==> config.mk <==
export PLATFORM = sky130hd
export DESIGN_NAME = arctc_top
export DESIGN_NICKNAME = d
export VERILOG_FILES = /design/src/shared/arctc_pkg.sv /design/src/core/arctc_top.sv /design/src/core/arctc_mag_cmp.sv
export SDC_FILE = /design/constraint.sdc
export NUM_CORES = 1
export LEC_CHECK = 0
export ABC_AREA = 1
export BUFFER_PORTS_ARGS = -buffer_cell sky130_fd_sc_hd__buf_2
export CORE_ASPECT_RATIO = 0.75
export CORE_MARGIN = 2
export CORE_UTILIZATION = 40
export DETAILED_ROUTE_END_ITERATION = 7
export GPL_TIMING_DRIVEN = 0
export SYNTH_ARGS = -nofsm -noshare
export SYNTH_HDL_FRONTEND = slang
export SYNTH_SLANG_ARGS = --single-unit
==> constraint.sdc <==
create_clock -name clk_in -period 5.9 [get_ports clk_in]
set_clock_uncertainty 0.15 [all_clocks]
set_input_delay 1.18 -clock clk_in [delete_from_list [all_inputs] [get_ports clk_in]]
set_output_delay 1.18 -clock clk_in [all_outputs]
set_load 0.005 [all_outputs]
==> src/shared/arctc_pkg.sv <==
// Package of the ADC result and threshold counter block.
// Assumes one 100 MHz system clock and byte addresses on the register port.
package arctc_pkg;

    // Register byte addresses
    localparam logic [31:0] ARCTC_OFF_RCLIMIT   = 32'hffff0534;
    localparam logic [31:0] ARCTC_OFF_RCOUNT    = 32'hffff0538;
    localparam logic [31:0] ARCTC_OFF_THRESH    = 32'hffff053c;
    localparam logic [31:0] ARCTC_OFF_TCLIMIT   = 32'hffff0540;
    localparam logic [31:0] ARCTC_OFF_TCOUNT    = 32'hffff0544;
    localparam logic [31:0] ARCTC_OFF_CONFIG    = 32'hffff0580;
    localparam logic [31:0] ARCTC_OFF_CONTROL   = 32'hffff0584;
    localparam logic [31:0] ARCTC_OFF_MODE      = 32'hffff0588;
    localparam logic [31:0] ARCTC_OFF_STATUS    = 32'hffff058c;
    localparam logic [31:0] ARCTC_OFF_MASK      = 32'hffff0590;

    // Reset values
    localparam logic [15:0] ARCTC_RST_RCLIMIT   = 16'h0001;
    localparam logic [15:0] ARCTC_RST_RCOUNT    = 16'h0000;
    localparam logic [15:0] ARCTC_RST_THRESH    = 16'h0000;
    localparam logic [7:0]  ARCTC_RST_TCLIMIT   = 8'h01;
    localparam logic [7:0]  ARCTC_RST_TCOUNT    = 8'h00;
    localparam logic [2:0]  ARCTC_RST_CONFIG    = 3'h0;
    localparam logic [1:0]  ARCTC_RST_STATUS    = 2'h0;
    localparam logic [1:0]  ARCTC_RST_MASK      = 2'h0;

    // Field positions
    localparam int ARCTC_CFG_RC_EN   = 0;  // Result counter enable
    localparam int ARCTC_CFG_TC_EN   = 1;  // Threshold counter enable
    localparam int ARCTC_CFG_TC_DEC  = 2;  // Below threshold: 1 decrement
    localparam int ARCTC_CTL_TWOS    = 0;  // Twos complement coding
    localparam int ARCTC_ST_READY    = 0;  // Result interrupt flag
    localparam int ARCTC_ST_THRESH   = 1;  // Threshold count at limit flag
    localparam int ARCTC_TC_LIM_W    = 8;  // Used bits of limit register

    typedef struct packed {
        logic [31:0] addr;
        logic [31:0] wdata;
        logic        wr;
        logic        rd;
    } arctc_bus_req_t;

    typedef struct packed {
        logic        valid;
        logic [15:0] value;
    } arctc_sample_t;

endpackage : arctc_pkg

==> src/core/arctc_top.sv <==
// Result counter and threshold counter of the primary ADC channel.
// Assumes the conversion strobe and register port share clk_in; the
// register port never waits and returns read data one cycle later.
`timescale 1ns/100ps
`default_nettype none
module arctc_top
    import arctc_pkg::*;
(
    input  wire logic                      clk_in,    // System clock
    input  wire logic                      resetn_in, // Sync reset, low
    input  wire logic                      ce_in,     // Clock enable
    input  wire arctc_pkg::arctc_bus_req_t bus_in,    // Register request
    input  wire arctc_pkg::arctc_sample_t  sample_in, // Result strobe
    output logic [31:0]                    rd_data_out, // Read data
    output logic                           irq_out      // Interrupt level
);
    import arctc_pkg::*;

    function automatic logic hit(input logic [31:0] a, input logic [31:0] o);
        hit = (a == o);
    endfunction : hit

    logic [15:0] rc_limit;
    logic [15:0] rc_count;
    logic [15:0] thresh;
    logic [7:0]  tc_limit;
    logic [7:0]  tc_count;
    logic [2:0]  config_bits;
    logic        twos;
    logic [1:0]  status;
    logic [1:0]  mask;
    logic [31:0] rd_data;
    logic        irq;

    logic [15:0] next_rc_limit;
    logic [15:0] next_rc_count;
    logic [15:0] next_thresh;
    logic [7:0]  next_tc_limit;
    logic [7:0]  next_tc_count;
    logic [2:0]  next_config_bits;
    logic        next_twos;
    logic [1:0]  next_status;
    logic [1:0]  next_mask;
    logic [31:0] next_rd_data;
    logic        next_irq;

    logic        above;
    logic        wr;
    logic        rd;
    logic        strobe;
    logic [15:0] rc_inc;
    logic        rc_match;
    logic [1:0]  events;

    assign wr     = bus_in.wr;
    assign rd     = bus_in.rd;
    assign strobe = sample_in.valid;

    arctc_mag_cmp #(
        .RES_W           (16)
    ) u_cmp (
        .result_in       (sample_in.value),
        .thresh_in       (thresh),
        .twos_in         (twos),
        .at_or_above_out (above)
    );

    // Register file and configuration
    always_comb begin
        next_rc_limit    = rc_limit;
        next_thresh      = thresh;
        next_tc_limit    = tc_limit;
        next_config_bits = config_bits;
        next_twos        = twos;
        next_mask        = mask;
        if (wr) begin
            if (hit(bus_in.addr, ARCTC_OFF_RCLIMIT)) begin
                next_rc_limit = bus_in.wdata[15:0];
            end
            if (hit(bus_in.addr, ARCTC_OFF_THRESH)) begin
                next_thresh = bus_in.wdata[15:0];
            end
            if (hit(bus_in.addr, ARCTC_OFF_TCLIMIT)) begin
                next_tc_limit = bus_in.wdata[ARCTC_TC_LIM_W-1:0];
            end
            if (hit(bus_in.addr, ARCTC_OFF_CONFIG)) begin
                next_config_bits = bus_in.wdata[2:0];
            end
            if (hit(bus_in.addr, ARCTC_OFF_CONTROL)) begin
                next_twos = bus_in.wdata[ARCTC_CTL_TWOS];
            end
            if (hit(bus_in.addr, ARCTC_OFF_MASK)) begin
                next_mask = bus_in.wdata[1:0];
            end
        end
    end

    // Result counter
    always_comb begin
        rc_inc        = 16'(rc_count + 16'h0001);
        rc_match      = 1'b0;
        next_rc_count = rc_count;
        if (strobe && config_bits[ARCTC_CFG_RC_EN]) begin
            if (rc_inc == rc_limit) begin
                next_rc_count = ARCTC_RST_RCOUNT;
                rc_match      = 1'b1;
            end else begin
                next_rc_count = rc_inc;
            end
        end
        if (wr && (hit(bus_in.addr, ARCTC_OFF_CONTROL) ||
                   hit(bus_in.addr, ARCTC_OFF_MODE))) begin
            next_rc_count = ARCTC_RST_RCOUNT;
        end
    end

    // Threshold counter
    always_comb begin
        next_tc_count = tc_count;
        if (strobe && config_bits[ARCTC_CFG_TC_EN]) begin
            if (above) begin
                if (tc_count != 8'hff) begin
                    next_tc_count = 8'(tc_count + 8'h01);
                end
            end else if (config_bits[ARCTC_CFG_TC_DEC]) begin
                if (tc_count != 8'h00) begin
                    next_tc_count = 8'(tc_count - 8'h01);
                end
            end else begin
                next_tc_count = ARCTC_RST_TCOUNT;
            end
        end
    end

    // Sticky status, set wins over a write-one clear
    always_comb begin
        events = 2'h0;
        if (strobe) begin
            events[ARCTC_ST_READY] = config_bits[ARCTC_CFG_RC_EN] ?
                                     rc_match : 1'b1;
        end
        if (strobe && config_bits[ARCTC_CFG_TC_EN] &&
            (next_tc_count == tc_limit)) begin
            events[ARCTC_ST_THRESH] = 1'b1;
        end
        next_status = status;
        if (wr && hit(bus_in.addr, ARCTC_OFF_STATUS)) begin
            next_status = status & ~bus_in.wdata[1:0];
        end
        next_status = next_status | events;
        next_irq    = |(next_status & next_mask);
    end

    // Read data, valid only in the cycle after the read strobe
    always_comb begin
        next_rd_data = 32'h0000_0000;
        if (rd) begin
            case (bus_in.addr)
                ARCTC_OFF_RCLIMIT: next_rd_data = {16'h0000, rc_limit};
                ARCTC_OFF_RCOUNT:  next_rd_data = {16'h0000, rc_count};
                ARCTC_OFF_THRESH:  next_rd_data = {16'h0000, thresh};
                ARCTC_OFF_TCLIMIT: next_rd_data = {24'h000000, tc_limit};
                ARCTC_OFF_TCOUNT:  next_rd_data = {24'h000000, tc_count};
                ARCTC_OFF_CONFIG:  next_rd_data = {29'h0, config_bits};
                ARCTC_OFF_CONTROL: next_rd_data = {31'h0, twos};
                ARCTC_OFF_STATUS:  next_rd_data = {30'h0, status};
                ARCTC_OFF_MASK:    next_rd_data = {30'h0, mask};
                default:           next_rd_data = 32'h0000_0000;
            endcase
        end
    end

    always_ff @(posedge clk_in) begin
        if (!resetn_in) begin
            rc_limit    <= ARCTC_RST_RCLIMIT;
            rc_count    <= ARCTC_RST_RCOUNT;
            thresh      <= ARCTC_RST_THRESH;
            tc_limit    <= ARCTC_RST_TCLIMIT;
            tc_count    <= ARCTC_RST_TCOUNT;
            config_bits <= ARCTC_RST_CONFIG;
            twos        <= 1'b0;
            status      <= ARCTC_RST_STATUS;
            mask        <= ARCTC_RST_MASK;
            rd_data     <= 32'h0000_0000;
            irq         <= 1'b0;
        end else if (ce_in) begin
            rc_limit    <= next_rc_limit;
            rc_count    <= next_rc_count;
            thresh      <= next_thresh;
            tc_limit    <= next_tc_limit;
            tc_count    <= next_tc_count;
            config_bits <= next_config_bits;
            twos        <= next_twos;
            status      <= next_status;
            mask        <= next_mask;
            rd_data     <= next_rd_data;
            irq         <= next_irq;
        end
    end

    assign rd_data_out = rd_data;
    assign irq_out     = irq;
endmodule : arctc_top
`default_nettype wire

==> src/core/arctc_mag_cmp.sv <==
// Magnitude comparator of a conversion result against the threshold.
// Assumes the result and threshold come from logic on the same clock.
`timescale 1ns/100ps
`default_nettype none
module arctc_mag_cmp #(
    parameter int RES_W = 16
) (
    input  wire logic [RES_W-1:0] result_in,     // Conversion result
    input  wire logic [RES_W-1:0] thresh_in,     // Threshold value
    input  wire logic             twos_in,       // Twos complement coding
    output logic                  at_or_above_out // Magnitude >= threshold
);
    logic [RES_W-1:0] magnitude;
    logic [RES_W-1:0] thresh_used;

    generate
        if (RES_W < 2) begin : g_bad_width
            $error("arctc_mag_cmp needs RES_W of at least 2");
        end
    endgenerate

    always_comb begin
        magnitude   = result_in;
        thresh_used = thresh_in;
        if (twos_in) begin
            thresh_used = {1'b0, thresh_in[RES_W-2:0]};
            if (result_in[RES_W-1]) begin
                magnitude = RES_W'(~result_in + 1'b1);
            end
            // Most negative code saturates to the largest magnitude
            if (magnitude[RES_W-1]) begin
                magnitude = {1'b0, {(RES_W-1){1'b1}}};
            end
        end
        at_or_above_out = (magnitude >= thresh_used);
    end
endmodule : arctc_mag_cmp
`default_nettype wire

==> flow_metrics.py <==
metrics = {
    "run_status": {
        "outcome": "complete, no violations",
    },
    "cells_and_area": {
        "diodes": 0,
        "drive_above_1_share_pct": 15.0,
        "area_growth_syn_to_layout_pct": 15.5,
        "finalNetCount": 1209,
        "fillCellCount": 1652,
    },
    "synthesis": {
        "yosys-mux-area-fraction_pct": 0.157,
        "synth.area.top_cells": "sky130_fd_sc_hd__dfxtp_1 (28%), sky130_fd_sc_hd__nand2_1 (13%), sky130_fd_sc_hd__inv_1 (7.3%)",
        "synth-adder-area-share_pct": 4.12,
        "synthesis.area_per_instance_um2": 6.42,
        "synthDistinctLibCells": 49,
        "synth.largest_area_cell": "sky130_fd_sc_hd__dfxtp_1",
        "synth_compound_gate_area_share_pct": 18.3,
        "postSynth.asyncResetShare_pct": 0,
        "synth_top_family_by_area": "simple AND/OR/NAND/NOR gates",
        "yosys_warn_count": 0,
        "yosysSeqAreaShare_pct": 27.9,
        "ys_seq_elements": 89,
        "synth_flop_cell": "sky130_fd_sc_hd__dfxtp_1",
        "synth_enable_flop_cells": 0,
        "synth-simple-area-share_pct": 34.6,
        "synth_area_mm2": 0.00638,
        "synthesized_netlist_cell_count": 993,
        "netlist.area_leader.share_pct": 27.9,
        "xor_xnor_fraction_of_synth_area_pct": 2.41,
    },
    "routing": {
        "drt_drc_violations_left": 0,
        "routed_wire_length_per_instance_um": 16.2,
        "drt-pass1-iter-count": 5,
        "detailroute.via_count": 6930,
        "finalWirelength_mm": 21.3,
        "route.antenna.remaining_nets": 0,
        "drt-vias-per-instance": 5.28,
        "detailed_route_iter0_violations": 652,
    },
    "hold_path": {
        "worst_min_path_start": "rd_data_out[4]",
        "hold-path-cell-count": 2,
        "timing.hold.worst_endpoint": "rd_data_out[4]",
        "hold_class": "flop to flop",
    },
    "floorplan": {
        "dieArea_mm2": 0.0170,
        "die_h_um": 113,
        "rows": 39,
        "floorplan.initialDensity_pct": 41.4,
        "num_io_pins": 119,
        "fp.dieW_um": 150,
        "core_mm2": 0.0154,
    },
    "clock_tree": {
        "worst_setup_hold_path_clk_slew_ns": 0.07,
        "cts_max_level": 3,
        "cts_inserted_buffers": 9,
        "clkSinkCount": 89,
        "cts_max_path_buffers": 2,
        "cts-root-buf": "sky130_fd_sc_hd__clkbuf_16",
        "cts_hold_buffers": 0,
        "worstSkewPairLatency_ns": 0.35,
        "postCtsResizedCells": 0,
        "tritoncts": "yes",
        "post-cts-setup-buffers": 0,
    },
    "sta": {
        "worst_slew_pin_slew_ns": 0.728,
        "timing.max_slew.rel_slack_pct": 51.5,
        "post_route_clock_period_utilization_pct": 88.5,
        "rsz0062_at_grt": "no",
        "slew_violations": 0,
        "fin_crit_ns": 5.22,
        "report.final.setup_viol": 0,
        "clock.fmax_mhz": 191,
        "timing.final.hold_violations": 0,
        "totalNegativeSetupSlack_ns": 0,
    },
    "worst_setup_path": {
        "worst-endpoint-arrival_ns": 5.36,
        "cp_slowest_cell": "sky130_fd_sc_hd__nor2_2",
        "critPathMaxStageDelay_ns": 0.47,
        "required_ns": 6.04,
        "r2r_end": "irq_out",
        "r2r_start": "twos",
        "worst_r2r_path_depth": 24,
        "critPathCaptureType": "flop",
        "worst_setup_path_start_kind": "input pin",
        "r2r_slack_ns": 1.63,
        "worst_path_most_repeated_cell": "sky130_fd_sc_hd__nand2_1",
        "setup.worst_path.class": "input pin to flop",
        "maximum_fanout_along_the_worst_path": 10,
    },
    "run": {
        "cap_violations": 0,
    },
    "placed_design": {
        "place_congestion": 0.952,
        "port-buffer-count": 83,
        "place.detailed.hpwl_mm": 16.8,
    },
    "global_routing": {
        "congestion_overflow_gr": 0,
        "antenna_found_initial": 0,
        "grt_max_degree": 14,
        "number_of_global_route_vias_before_repair": 6118,
        "first_pass_grt_wire_length_mm": 33.4,
        "global_route.usage.total_pct": 25.4,
    },
    "power": {
        "power_report.internal_total_mw": 0.950,
        "clkPwrFrac_pct": 40.7,
        "power_leakage_nw": 3.15,
        "irDropWorstVdd_mv": 0.154,
        "p_sw_share_pct": 27.4,
        "seq_power_share_pct": 46.8,
        "cellPowerDensity_mw_per_mm2": 178,
        "p_total_mw": 1.31,
        "power.combinational.fraction_pct": 12.5,
        "power.net_switching_mw": 0.359,
    },
}
final cells by class:
cell class / instances / area [µm²] / area share (%)
plain buffers: 55 / 302 / 4.09
clock buffers: 13 / 240 / 3.26
clock inverters: 3 / 17.5 / 0.238
inverters: 130 / 488 / 6.63
multi-input cells: 734 / 3860 / 52.5
flip-flops and latches: 89 / 1780 / 24.2
well taps: 205 / 256 / 3.48
repair buffers: 83 / 415 / 5.64
layer usage:
layer / global-route usage (%) / vias to the layer above / part of all wire (%)
met4: 5.47 / 0 / 1.3
li1: - / 3523 / -
met3: 6.13 / 18 / 9.5
met2: 34.7 / 301 / 38
met1: 39.6 / 3088 / 51
met5: 0 / - / 0
Yosys cell counts, types with 3 or more instances:
cell type,count
sky130_fd_sc_hd__o21ai_0,55
sky130_fd_sc_hd__ha_1,21
sky130_fd_sc_hd__xor2_1,14
sky130_fd_sc_hd__buf_1,3
sky130_fd_sc_hd__nand2_2,4
sky130_fd_sc_hd__nor2_1,90
sky130_fd_sc_hd__nand3_2,3
sky130_fd_sc_hd__buf_2,12
sky130_fd_sc_hd__nor2_2,6
sky130_fd_sc_hd__or2_2,10
sky130_fd_sc_hd__o22ai_1,17
sky130_fd_sc_hd__o21ai_1,4
sky130_fd_sc_hd__o211ai_1,4
sky130_fd_sc_hd__a21oi_1,61
sky130_fd_sc_hd__nand3_1,88
sky130_fd_sc_hd__nand3b_1,5
sky130_fd_sc_hd__inv_1,124
sky130_fd_sc_hd__buf_4,17
sky130_fd_sc_hd__dfxtp_1,89
sky130_fd_sc_hd__nand2_1,215
sky130_fd_sc_hd__nand4_1,32
sky130_fd_sc_hd__o221ai_1,9
sky130_fd_sc_hd__a211oi_1,36
sky130_fd_sc_hd__inv_2,4
sky130_fd_sc_hd__clkbuf_1,20
sky130_fd_sc_hd__nor3_1,21
state kept, by name (all words and copies together) (netlist names):
name	cells
config_bits	3
rc_limit	16
rc_count	16
mask	2
thresh	16
tc_count	8
tc_limit	8
status	2
twos	1
irq_out	1
rd_data_out	16
critical path, delay by kind of cell:
kind,cells,cell delay [ns]
and+or+nand+nor,22,3.02
adders and majority gates,1,0.26
buffers and inverters,5,0.60
AOI/OAI and AO/OA,3,0.31
stage by stage:
| stage | std cells | worst slack, ns | utilization (%) | cell area [µm²] | hold WS (ns) |
|---|---|---|---|---|---|
| floorplan | 1008 | 1.41 | - | 6430 | 0.304 |
| global placement | 1296 | 0.415 | 46.1 | 7110 | 0.301 |
| detailed placement | 1296 | 0.436 | 46.1 | 7110 | 0.306 |
| CTS | 1312 | 0.779 | 47.8 | 7360 | 0.315 |
| global route | 1312 | 0.203 | 47.8 | 7360 | 0.337 |
| finish | 1312 | 0.677 | 47.8 | 7360 | 0.314 |
layout by cell type, fill, tap and decap left out, types with 3 or more instances in the layout:
cell,synthesis,final
sky130_fd_sc_hd__a211oi_1,36,36
sky130_fd_sc_hd__inv_1,124,124
sky130_fd_sc_hd__clkbuf_16,0,9
sky130_fd_sc_hd__nand4_1,32,32
sky130_fd_sc_hd__o211ai_1,4,4
sky130_fd_sc_hd__or2_2,10,10
sky130_fd_sc_hd__o21ai_1,4,4
sky130_fd_sc_hd__xor2_1,14,14
sky130_fd_sc_hd__buf_4,17,17
sky130_fd_sc_hd__buf_1,3,3
sky130_fd_sc_hd__nand3_1,88,88
sky130_fd_sc_hd__nand2_1,215,215
sky130_fd_sc_hd__a21oi_1,61,61
sky130_fd_sc_hd__conb_1,1,16
sky130_fd_sc_hd__nor3_1,21,21
sky130_fd_sc_hd__nand3b_1,5,5
sky130_fd_sc_hd__nor2_2,6,6
sky130_fd_sc_hd__ha_1,21,21
sky130_fd_sc_hd__o221ai_1,9,9
sky130_fd_sc_hd__nand3_2,3,3
sky130_fd_sc_hd__o22ai_1,17,17
sky130_fd_sc_hd__inv_2,4,4
sky130_fd_sc_hd__dfxtp_1,89,89
sky130_fd_sc_hd__buf_2,12,95
sky130_fd_sc_hd__nor2_1,90,90
sky130_fd_sc_hd__clkbuf_1,20,24
sky130_fd_sc_hd__nand2_2,4,4
sky130_fd_sc_hd__o21ai_0,55,55
worst max-delay path by stage:
stage,start,endpoint,depth (start not counted)
after floorplan,sample_in[0],status[1],33
after global placement,sample_in[0],irq_out,29
after detailed placement,sample_in[1],irq_out,31
after CTS,sample_in[1],irq_out,31
after global routing,sample_in[1],status[1],34
final,sample_in[0],irq_out,31
power groups by stage:
stage | sequential, mW | clock (mW) | combinational (mW)
after floorplan | 0.624 | 0 | 0.0974
after global placement | 0.626 | 0 | 0.159
after detailed placement | 0.626 | 0 | 0.160
after CTS | 0.612 | 0.546 | 0.161
after global routing | 0.613 | 0.570 | 0.183
final | 0.613 | 0.533 | 0.163
cells by family after synthesis:
logic type | Yosys count
AOI/OAI and AO/OA | 196
xor gates and xnor gates | 16
adders and majority gates | 21
buffers and inverters | 185
DFF | 89
muxes | 1
other | 1
and+or+nand+nor | 484
No activity file was read; power rests on OpenSTA's default activity.
